===== src/rtl/charge_seq_pkg.sv =====
// Purpose: Shared constants and types for the lithium cell charge sequencer.
// Assumes: A 50 MHz system clock.
// Notes:   Every timing count is derived here from a time in its own unit.
package charge_seq_pkg;

    // ********************************************************************
    // Clock and timing
    // ********************************************************************
    localparam int unsigned CLK_HZ            = 50_000_000;
    localparam int unsigned FAULT_PULSE_US    = 128;
    localparam int unsigned FAULT_PULSE_CYC   = (FAULT_PULSE_US * (CLK_HZ / 1_000_000));
    localparam int unsigned DETECT_US_DEFAULT = 32_000;
    localparam int unsigned DETECT_CYC_DEFAULT = DETECT_US_DEFAULT * (CLK_HZ / 1_000_000);
    localparam int unsigned CNT_W             = 24;

    // ********************************************************************
    // Temperature fault field positions
    // ********************************************************************
    localparam int unsigned TEMP_COLD_BIT = 0;
    localparam int unsigned TEMP_COOL_BIT = 1;
    localparam int unsigned TEMP_WARM_BIT = 2;
    localparam int unsigned TEMP_HOT_BIT  = 3;
    localparam int unsigned TEMP_W        = 4;
    localparam logic [TEMP_W-1:0] TEMP_RESET = 4'h0;

    // ********************************************************************
    // Charge phases
    // ********************************************************************
    typedef enum logic [3:0] {
        PH_IDLE,
        PH_SHORT_RECOVERY,
        PH_CONDITION,
        PH_CONST_CURRENT,
        PH_CONST_VOLTAGE,
        PH_DETECT_SINK,
        PH_DETECT_SOURCE,
        PH_DONE
    } charge_phase_t;

endpackage : charge_seq_pkg


===== src/rtl/pulse_timer.sv =====
// Purpose: Stretches a one-cycle trigger into a pulse of fixed length.
// Assumes: Trigger is synchronous to clk_sys_i.
// Notes:   A trigger during a pulse restarts the full length.
`timescale 1ns/1ps
`default_nettype none
module pulse_timer
    import charge_seq_pkg::*;
(
    input  wire logic clk_sys_i,
    input  wire logic rst_n_i,
    input  wire logic trig_i,
    output logic      pulse_o
);
    import charge_seq_pkg::*;

    logic [CNT_W-1:0] cnt_ff;
    logic [CNT_W-1:0] nxt_cnt;

    // Counting the clock keeps the pulse exact and repeatable.
    always_comb begin
        nxt_cnt = cnt_ff;
        if (trig_i) begin
            nxt_cnt = CNT_W'(FAULT_PULSE_CYC);
        end else if (cnt_ff != '0) begin
            nxt_cnt = cnt_ff - CNT_W'(1);
        end
    end

    // Register stage.
    always_ff @(posedge clk_sys_i or negedge rst_n_i) begin
        if (!rst_n_i) begin
            cnt_ff <= '0;
        end else begin
            cnt_ff <= nxt_cnt;
        end
    end

    assign pulse_o = (cnt_ff != '0);

    property p_pulse_len;
        @(posedge clk_sys_i) disable iff (!rst_n_i)
        $rose(pulse_o) && !trig_i |-> pulse_o [*8];
    endproperty
    a_pulse_len: assert property (p_pulse_len) else $error("Pulse shorter than expected.");

    property p_pulse_end;
        @(posedge clk_sys_i) disable iff (!rst_n_i)
        (cnt_ff == CNT_W'(1)) && !trig_i |=> !pulse_o;
    endproperty
    a_pulse_end: assert property (p_pulse_end) else $error("Pulse did not end on count.");

endmodule : pulse_timer
`default_nettype wire


===== src/rtl/charge_sequencer.sv =====
// Purpose: Charge phase sequencer with status pin and fault pulse control.
// Assumes: Analog comparators arrive as clean levels synchronous to clk_sys_i.
// Notes:   Analog loops are outside; this block only selects and reports phases.
`timescale 1ns/1ps
`default_nettype none
module charge_sequencer
    import charge_seq_pkg::*;
#(
    parameter int unsigned DETECT_CYC = DETECT_CYC_DEFAULT
)(
    input  wire logic                   clk_sys_i,
    input  wire logic                   rst_n_i,
    input  wire logic                   power_present_i,
    input  wire logic                   input_above_uvlo_i,
    input  wire logic                   supply_above_sleep_i,
    input  wire logic                   charge_disable_i,
    input  wire logic                   end_of_charge_allow_bit_i,
    input  wire logic                   output_float_bit_i,
    input  wire logic                   reset_bit_i,
    input  wire logic                   status_gate_bit_i,
    input  wire logic                   hardware_disable_pin_i,
    input  wire logic                   bat_below_short_i,
    input  wire logic                   bat_above_detect_i,
    input  wire logic                   bat_below_recharge_i,
    input  wire logic                   bat_near_target_i,
    input  wire logic                   rail_above_level_i,
    input  wire logic                   rail_at_minimum_i,
    input  wire logic                   charge_current_zero_i,
    input  wire logic                   current_at_termination_i,
    input  wire logic                   die_over_temp_i,
    input  wire logic [TEMP_W-1:0]      temp_cross_i,
    input  wire logic                   fault_event_i,
    output logic                        stat_o,
    output logic                        stat_oe_o,
    output logic                        irq_o,
    output logic                        irq_oe_o,
    output logic                        gate_bias_supply_o,
    output charge_seq_pkg::charge_phase_t phase_o,
    output logic                        short_recovery_current_o,
    output logic                        program_current_o,
    output logic                        switch_linear_o,
    output logic                        switch_full_on_o,
    output logic                        taper_o,
    output logic                        hold_rail_o,
    output logic                        reduce_current_o,
    output logic                        supplement_o,
    output logic                        battery_absent_o,
    output logic                        disabled_mode_o,
    output logic [TEMP_W-1:0]           temp_fault_o
);
    import charge_seq_pkg::*;

    // ********************************************************************
    // Reset release
    // ********************************************************************
    logic rst_meta_ff;
    logic rst_sync_ff;

    // Two stages so that release never lands near a clock edge.
    always_ff @(posedge clk_sys_i or negedge rst_n_i) begin
        if (!rst_n_i) begin
            rst_meta_ff <= 1'b0;
            rst_sync_ff <= 1'b0;
        end else begin
            rst_meta_ff <= 1'b1;
            rst_sync_ff <= rst_meta_ff;
        end
    end

    // ********************************************************************
    // Restart event detection
    // ********************************************************************
    logic          power_q_ff, disable_q_ff, float_q_ff;
    logic          nxt_power_q, nxt_disable_q, nxt_float_q;
    logic          restart;
    logic          halted;

    // Remember last levels so any toggle is seen.
    always_comb begin
        nxt_power_q   = power_present_i;
        nxt_disable_q = charge_disable_i;
        nxt_float_q   = output_float_bit_i;
    end

    // Register stage.
    always_ff @(posedge clk_sys_i or negedge rst_sync_ff) begin
        if (!rst_sync_ff) begin
            power_q_ff   <= 1'b0;
            disable_q_ff <= 1'b0;
            float_q_ff   <= 1'b0;
        end else begin
            power_q_ff   <= nxt_power_q;
            disable_q_ff <= nxt_disable_q;
            float_q_ff   <= nxt_float_q;
        end
    end

    // Any listed event starts charging from the beginning unless it leaves the sequencer halted.
    assign restart = (power_present_i != power_q_ff) || (charge_disable_i != disable_q_ff)
                   || reset_bit_i || (output_float_bit_i != float_q_ff);
    assign disabled_mode_o = hardware_disable_pin_i || output_float_bit_i;
    assign halted = charge_disable_i || disabled_mode_o || !power_present_i;

    // ********************************************************************
    // Phase machine
    // ********************************************************************
    charge_phase_t    phase_ff, nxt_phase;
    logic [CNT_W-1:0] det_cnt_ff, nxt_det_cnt;
    logic             absent_ff, nxt_absent;
    logic             absent_evt;

    // Next phase; the detect counter times each detection half cycle.
    always_comb begin
        nxt_phase   = phase_ff;
        nxt_det_cnt = det_cnt_ff;
        nxt_absent  = absent_ff;
        absent_evt  = 1'b0;
        if (halted) begin
            nxt_phase   = PH_IDLE;
            nxt_det_cnt = '0;
            nxt_absent  = 1'b0;
        end else if (restart || phase_ff == PH_IDLE) begin
            nxt_phase   = bat_below_short_i ? PH_SHORT_RECOVERY : PH_CONDITION;
            nxt_det_cnt = '0;
        end else begin
            case (phase_ff)
                PH_SHORT_RECOVERY: begin
                    // Recovery current stays on for whole detect intervals until the battery is no longer below short.
                    nxt_det_cnt = det_cnt_ff + CNT_W'(1);
                    if (det_cnt_ff >= CNT_W'(DETECT_CYC - 1) && !bat_below_short_i) begin
                        nxt_phase   = PH_CONDITION;
                        nxt_det_cnt = '0;
                    end else if (det_cnt_ff >= CNT_W'(DETECT_CYC - 1)) begin
                        nxt_det_cnt = '0;
                    end
                end
                PH_CONDITION: begin
                    if (rail_above_level_i) begin
                        nxt_phase = PH_CONST_CURRENT;
                    end
                end
                PH_CONST_CURRENT: begin
                    if (bat_near_target_i) begin
                        nxt_phase = PH_CONST_VOLTAGE;
                    end
                end
                PH_CONST_VOLTAGE: begin
                    if (end_of_charge_allow_bit_i && current_at_termination_i
                        && !bat_below_recharge_i) begin
                        nxt_phase   = PH_DETECT_SINK;
                        nxt_det_cnt = '0;
                    end
                end
                PH_DETECT_SINK: begin
                    // Battery must stay above threshold the whole interval.
                    nxt_det_cnt = det_cnt_ff + CNT_W'(1);
                    if (!bat_above_detect_i) begin
                        nxt_phase   = PH_DETECT_SOURCE;
                        nxt_det_cnt = '0;
                        nxt_absent  = 1'b1;
                        absent_evt  = 1'b1;
                    end else if (det_cnt_ff >= CNT_W'(DETECT_CYC - 1)) begin
                        nxt_phase   = PH_DONE;
                        nxt_det_cnt = '0;
                        nxt_absent  = 1'b0;
                    end
                end
                PH_DETECT_SOURCE: begin
                    nxt_det_cnt = det_cnt_ff + CNT_W'(1);
                    if (det_cnt_ff >= CNT_W'(DETECT_CYC - 1)) begin
                        nxt_phase   = PH_DETECT_SINK;
                        nxt_det_cnt = '0;
                    end
                end
                PH_DONE: begin
                    if (bat_below_recharge_i) begin
                        nxt_phase = bat_below_short_i ? PH_SHORT_RECOVERY : PH_CONDITION;
                    end
                end
                default: begin
                    nxt_phase = PH_IDLE;
                end
            endcase
        end
    end

    // Register stage for the phase machine.
    always_ff @(posedge clk_sys_i or negedge rst_sync_ff) begin
        if (!rst_sync_ff) begin
            phase_ff   <= PH_IDLE;
            det_cnt_ff <= '0;
            absent_ff  <= 1'b0;
        end else begin
            phase_ff   <= nxt_phase;
            det_cnt_ff <= nxt_det_cnt;
            absent_ff  <= nxt_absent;
        end
    end

    // ********************************************************************
    // Phase outputs
    // ********************************************************************
    logic charging;
    logic on_current;

    assign charging   = (phase_ff != PH_IDLE) && (phase_ff != PH_DONE);
    assign on_current = (phase_ff == PH_CONDITION) || (phase_ff == PH_CONST_CURRENT)
                      || (phase_ff == PH_CONST_VOLTAGE);
    assign phase_o                  = phase_ff;
    assign short_recovery_current_o = (phase_ff == PH_SHORT_RECOVERY);
    assign program_current_o        = on_current && !charge_current_zero_i;
    assign switch_linear_o          = (phase_ff == PH_SHORT_RECOVERY) || (phase_ff == PH_CONDITION);
    assign switch_full_on_o         = (phase_ff == PH_CONST_CURRENT) || (phase_ff == PH_CONST_VOLTAGE)
                                    || supplement_o;
    assign taper_o                  = (phase_ff == PH_CONST_VOLTAGE);
    assign hold_rail_o              = (phase_ff == PH_SHORT_RECOVERY) || (phase_ff == PH_CONDITION)
                                    || (phase_ff == PH_DONE) || (phase_ff == PH_IDLE);
    // Overheat or a sagging rail trims current in every active phase.
    assign reduce_current_o         = charging && (die_over_temp_i || rail_at_minimum_i);
    assign supplement_o             = rail_at_minimum_i && charge_current_zero_i
                                    && power_present_i;
    assign battery_absent_o         = absent_ff;
    assign gate_bias_supply_o       = power_present_i && input_above_uvlo_i
                                    && supply_above_sleep_i;

    // ********************************************************************
    // Temperature faults and fault pulse
    // ********************************************************************
    logic [TEMP_W-1:0] temp_ff, nxt_temp;
    logic              pulse;
    logic              any_fault;

    // Each threshold crossing latches a fault bit until restart.
    always_comb begin
        nxt_temp = temp_ff;
        if (restart) begin
            nxt_temp = TEMP_RESET;
        end
        nxt_temp = nxt_temp | temp_cross_i;
    end

    // Register stage.
    always_ff @(posedge clk_sys_i or negedge rst_sync_ff) begin
        if (!rst_sync_ff) begin
            temp_ff <= TEMP_RESET;
        end else begin
            temp_ff <= nxt_temp;
        end
    end

    assign temp_fault_o = temp_ff;
    // A new temperature bit, a battery-absent finding or an outside fault triggers.
    assign any_fault = fault_event_i || absent_evt || ((temp_cross_i & ~temp_ff) != '0);

    pulse_timer u_pulse (
        .clk_sys_i (clk_sys_i),
        .rst_n_i   (rst_sync_ff),
        .trig_i    (any_fault),
        .pulse_o   (pulse)
    );

    // Open drain: the pin is driven low only, and only when the gate allows.
    assign stat_o    = 1'b0;
    assign irq_o     = 1'b0;
    assign stat_oe_o = status_gate_bit_i && (pulse || (charging && !halted));
    assign irq_oe_o  = status_gate_bit_i && (pulse || (charging && !halted));

    // ********************************************************************
    // Checks
    // ********************************************************************
    property p_gate_off;
        @(posedge clk_sys_i) disable iff (!rst_sync_ff)
        !status_gate_bit_i |-> !stat_oe_o && !irq_oe_o;
    endproperty
    a_gate_off: assert property (p_gate_off) else $error("Status driven while gated off.");

    property p_disable_idle;
        @(posedge clk_sys_i) disable iff (!rst_sync_ff)
        charge_disable_i |=> phase_ff == PH_IDLE;
    endproperty
    a_disable_idle: assert property (p_disable_idle) else $error("Sequencer not idle when disabled.");

    property p_bias;
        @(posedge clk_sys_i) disable iff (!rst_sync_ff)
        gate_bias_supply_o |-> power_present_i && input_above_uvlo_i && supply_above_sleep_i;
    endproperty
    a_bias: assert property (p_bias) else $error("Gate bias on without supply.");

    property p_no_term;
        @(posedge clk_sys_i) disable iff (!rst_sync_ff)
        phase_ff == PH_CONST_VOLTAGE && !end_of_charge_allow_bit_i && !halted && !restart
        |=> phase_ff == PH_CONST_VOLTAGE;
    endproperty
    a_no_term: assert property (p_no_term) else $error("Terminated with termination off.");

    property p_absent;
        @(posedge clk_sys_i) disable iff (!rst_sync_ff)
        phase_ff == PH_DETECT_SINK && !bat_above_detect_i && !halted && !restart
        |=> phase_ff == PH_DETECT_SOURCE && battery_absent_o;
    endproperty
    a_absent: assert property (p_absent) else $error("Missing battery not flagged.");

    property p_stat_charge;
        @(posedge clk_sys_i) disable iff (!rst_sync_ff)
        status_gate_bit_i && charging && !halted |-> stat_oe_o;
    endproperty
    a_stat_charge: assert property (p_stat_charge) else $error("Status not low while charging.");

    property p_fault_pulse;
        @(posedge clk_sys_i) disable iff (!rst_sync_ff)
        fault_event_i |=> pulse [*8];
    endproperty
    a_fault_pulse: assert property (p_fault_pulse) else $error("Fault gave no pulse.");

    property p_temp_latch;
        @(posedge clk_sys_i) disable iff (!rst_sync_ff)
        temp_cross_i[TEMP_HOT_BIT] |=> temp_fault_o[TEMP_HOT_BIT];
    endproperty
    a_temp_latch: assert property (p_temp_latch) else $error("Hot fault not reported.");

    c_done:   cover property (@(posedge clk_sys_i) phase_ff == PH_DONE);
    c_short:  cover property (@(posedge clk_sys_i) phase_ff == PH_SHORT_RECOVERY);
    c_absent: cover property (@(posedge clk_sys_i) phase_ff == PH_DETECT_SOURCE);
    c_pulse:  cover property (@(posedge clk_sys_i) $rose(pulse));

endmodule : charge_sequencer
`default_nettype wire


===== config.mk =====
export PLATFORM = sky130hd
export DESIGN_NAME = charge_sequencer
export DESIGN_NICKNAME = d
export VERILOG_FILES = /design/src/rtl/charge_seq_pkg.sv /design/src/rtl/pulse_timer.sv /design/src/rtl/charge_sequencer.sv
export SDC_FILE = /design/constraint.sdc
export NUM_CORES = 1
export LEC_CHECK = 0
export BUFFER_PORTS_ARGS = -buffer_cell sky130_fd_sc_hd__buf_2
export CAP_MARGIN = 20
export CORE_ASPECT_RATIO = 0.8
export CORE_UTILIZATION = 63
export DETAILED_ROUTE_END_ITERATION = 8
export GPL_ROUTABILITY_DRIVEN = 0
export GPL_TIMING_DRIVEN = 0
export PLACE_DENSITY = 0.91
export SLEW_MARGIN = 25
export SYNTH_ARGS = -nofsm -noshare
export SYNTH_HDL_FRONTEND = slang
export SYNTH_SLANG_ARGS = --single-unit
export TNS_END_PERCENT = 10

===== constraint.sdc =====
create_clock -name clk_sys_i -period 7.2 [get_ports clk_sys_i]
set_input_delay 0.72 -clock clk_sys_i [delete_from_list [all_inputs] [get_ports clk_sys_i]]
set_output_delay 0.72 -clock clk_sys_i [all_outputs]
set_load 0.01 [all_outputs]

==> run summary <==
H-tree depth: 3
synth top area cells: dfrtp_1, or3_1, o21ai_0, nand2_1, nand3_1
Sink Count: 61
initial core utilization: 0.668
Synth area leader: dfrtp_1
vias in the first global route: 3574
most common flop cell mapped by yosys: dfrtp_1
Worst EP required: 6.48 ns
crit path kind: register to output pin
floorplan row count: 24
Post-CTS Setup Bufs: 0
commonest non-fill, non-tap cell in the layout: dfrtp_1
sequential share of the synthesized area: 0.409
Leak: 0.00176 uW
DRT Pass-1 Iters: 5
crit path capture type: output pin
number of synthesized register bits: 61
Clk pin slew, worst setup/hold paths: 0.07 ns
Non-Filler Instances: 567
outcome: finished, final reports clean
met2 wire length: 4.47 mm
Num CTS Buffers: 9
CP startpoint kind: register
initial antenna violation count: 0
Core Box Area: 5590 um^2
r2r startpoint: float_q_ff
Synth cell types: 57
DR top layer: met4
ys async rst share: 1.00
overflow left after global routing: 0
post-synthesis cell count: 426
Least-Margin Pin Slew: 0.981 ns
reg2reg setup slack: 4.47 ns
Vert. Die Dim: 70.8 um
RSZ-0062 raised after global routing: no
post-route ant nets: 0
min-delay worst type: input port to asynchronous set/reset pin
Total Wirelength: 9.68 mm
I/O Pins: 48
clk_skew: 0.00869 ns
Final setup viols: 0
Die Area: 6230 um^2
WL met3: 910 um
CTS Buffer Depth: 2
Post-synth EDFFs: 0
WL/cell: 17.1 um
crit share post-route: 0.517
area grow syn2layout: 15.8%
fin crit period: 3.72 ns
NumNets Final: 511
Avg Cell Area, Syn: 8.76 um^2
Clk Latency, worst-skew pair: 0.34 ns
Final Max Slew Viols: 0
most frequent cells in the layout: dfrtp_1, buf_2, nand2_1, o21ai_0, or3_1
total global-route track usage: 0.332
Cell Area, Synth: 3730 um^2
largest net degree at the start of global routing: 41
die width: 88.0 um
pwr dens: 183 nW/um^2
first-pass GRT wire length: 16.3 mm
# hold bufs at CTS: 0
routed vias/inst: 6.68
worst vdd ir: 0.104 mV
Yosys warnings: 0
fmax: 269 MHz
DR DRC count: 0
dpl hpwl: 6.72 mm
worst r2r path cells: 6
IO buf count: 44
drt first-iter violations: 368
PostCTS Resize Cnt: 0
Setup crit start: u_pulse.cnt_ff[13]
maximum fanout along the worst path: 10
max_slew headroom: 0.340
setup tns final: 0 ns
critical path data arrival time: 3.00 ns
fraction of layout cells with a size suffix above 1: 0.180
wl on met1: 4.10 mm
final hold viol count: 0
post-synth top area share: 0.409
DP Cell Count: 551
CTS tree: built
reg-to-reg endpoint: det_cnt_ff[7]
max-cap violation count: 0
routed vias: 3790
# diodes: 0
root buf cell: clkbuf_8
==> metrics by stage <==
| stage | power (uW) | utilization | area [um^2] | hold WS (ns) | setup WS (ns) |
|---|---|---|---|---|---|
| final | 788 | 0.773 | 4320 | 0.151 | 3.48 |
| after global routing | 812 | 0.773 | 4320 | 0.145 | 3.33 |
| after CTS | 785 | 0.772 | 4310 | 0.147 | 3.50 |
| after detailed placement | 442 | 0.731 | 4090 | 0.220 | 3.87 |
| after global placement | 436 | 0.726 | 4060 | 0.336 | 3.89 |
| after floorplan | 415 | - | 3740 | 0.331 | 4.13 |
==> kinds of logic after synthesis <==
group	after synthesis	synth area share
other cells	2	0.00201
buf+inv	44	0.0527
fa+ha+maj	2	0.00671
compound gates	103	0.184
flops	61	0.409
simple gates	200	0.309
xor+xnor	7	0.0164
mux	7	0.0198
==> cells in the mapped netlist (11+ instances only) <==
cell type / instances
nand2_1: 34
nor2_1: 18
dfrtp_1: 61
inv_1: 22
clkbuf_1: 12
or3_1: 24
nor3_1: 14
nand3_1: 21
o22ai_1: 11
nand2b_1: 14
a21oi_1: 16
o21ai_0: 26
nor4_1: 16
==> metal layers <==
layer | up-vias | global-route usage
li1 | 1717 | -
met1 | 1789 | 0.476
met2 | 254 | 0.501
met3 | 30 | 0.0630
met4 | 0 | 0.131
met5 | - | 0
==> where the power goes <==
group / leakage, uW / internal (uW) / total [uW] / switching [uW]
combinational: 0.000831 / 33.5 / 78.9 / 45.4
clock: 0.000116 / 213 / 351 / 138
sequential: 0.000812 / 350 / 359 / 8.73
total: 0.00176 / 596 / 788 / 192
==> sequential cells by signal, indices dropped and copies added, names as in the netlist <==
signal and count:
rst_sync_ff 1, rst_meta_ff 1, battery_absent_o 1, temp_fault_o 4, power_q_ff 1, float_q_ff 1, phase_o 3, det_cnt_ff 24
disable_q_ff 1, u_pulse.cnt_ff 24
==> final cells by class <==
| class | count | area [um^2] |
|---|---|---|
| Timing Repair Buffer | 45 | 240 |
| Multi-Input combinational cell | 323 | 2030 |
| Sequential cell | 61 | 1530 |
| Buffer | 22 | 114 |
| Fill cell | 388 | 1270 |
| Tap cell | 78 | 97.6 |
| Clock inverter | 4 | 70.1 |
| Inverter | 22 | 82.6 |
| Clock buffer | 12 | 155 |
==> worst max-delay path: stages, from the launching register on <==
cell and delay [ns]:
dfrtp_1 0.41, or4_1 0.64, or4_1 0.50, nor3_4 0.34, buf_6 0.20, buf_4 0.18, a21boi_0 0.12, buf_4 0.14
buf_2 0.13
==> worst max-delay path by stage <==
| stage | to | slack [ns] |
|---|---|---|
| global placement | stat_oe_o | 3.89 |
| CTS | stat_oe_o | 3.50 |
| floorplan | stat_oe_o | 4.13 |
| finish | stat_oe_o | 3.48 |
| global route | stat_oe_o | 3.33 |
| detailed placement | stat_oe_o | 3.87 |
Power figures use the tool's default switching activity.
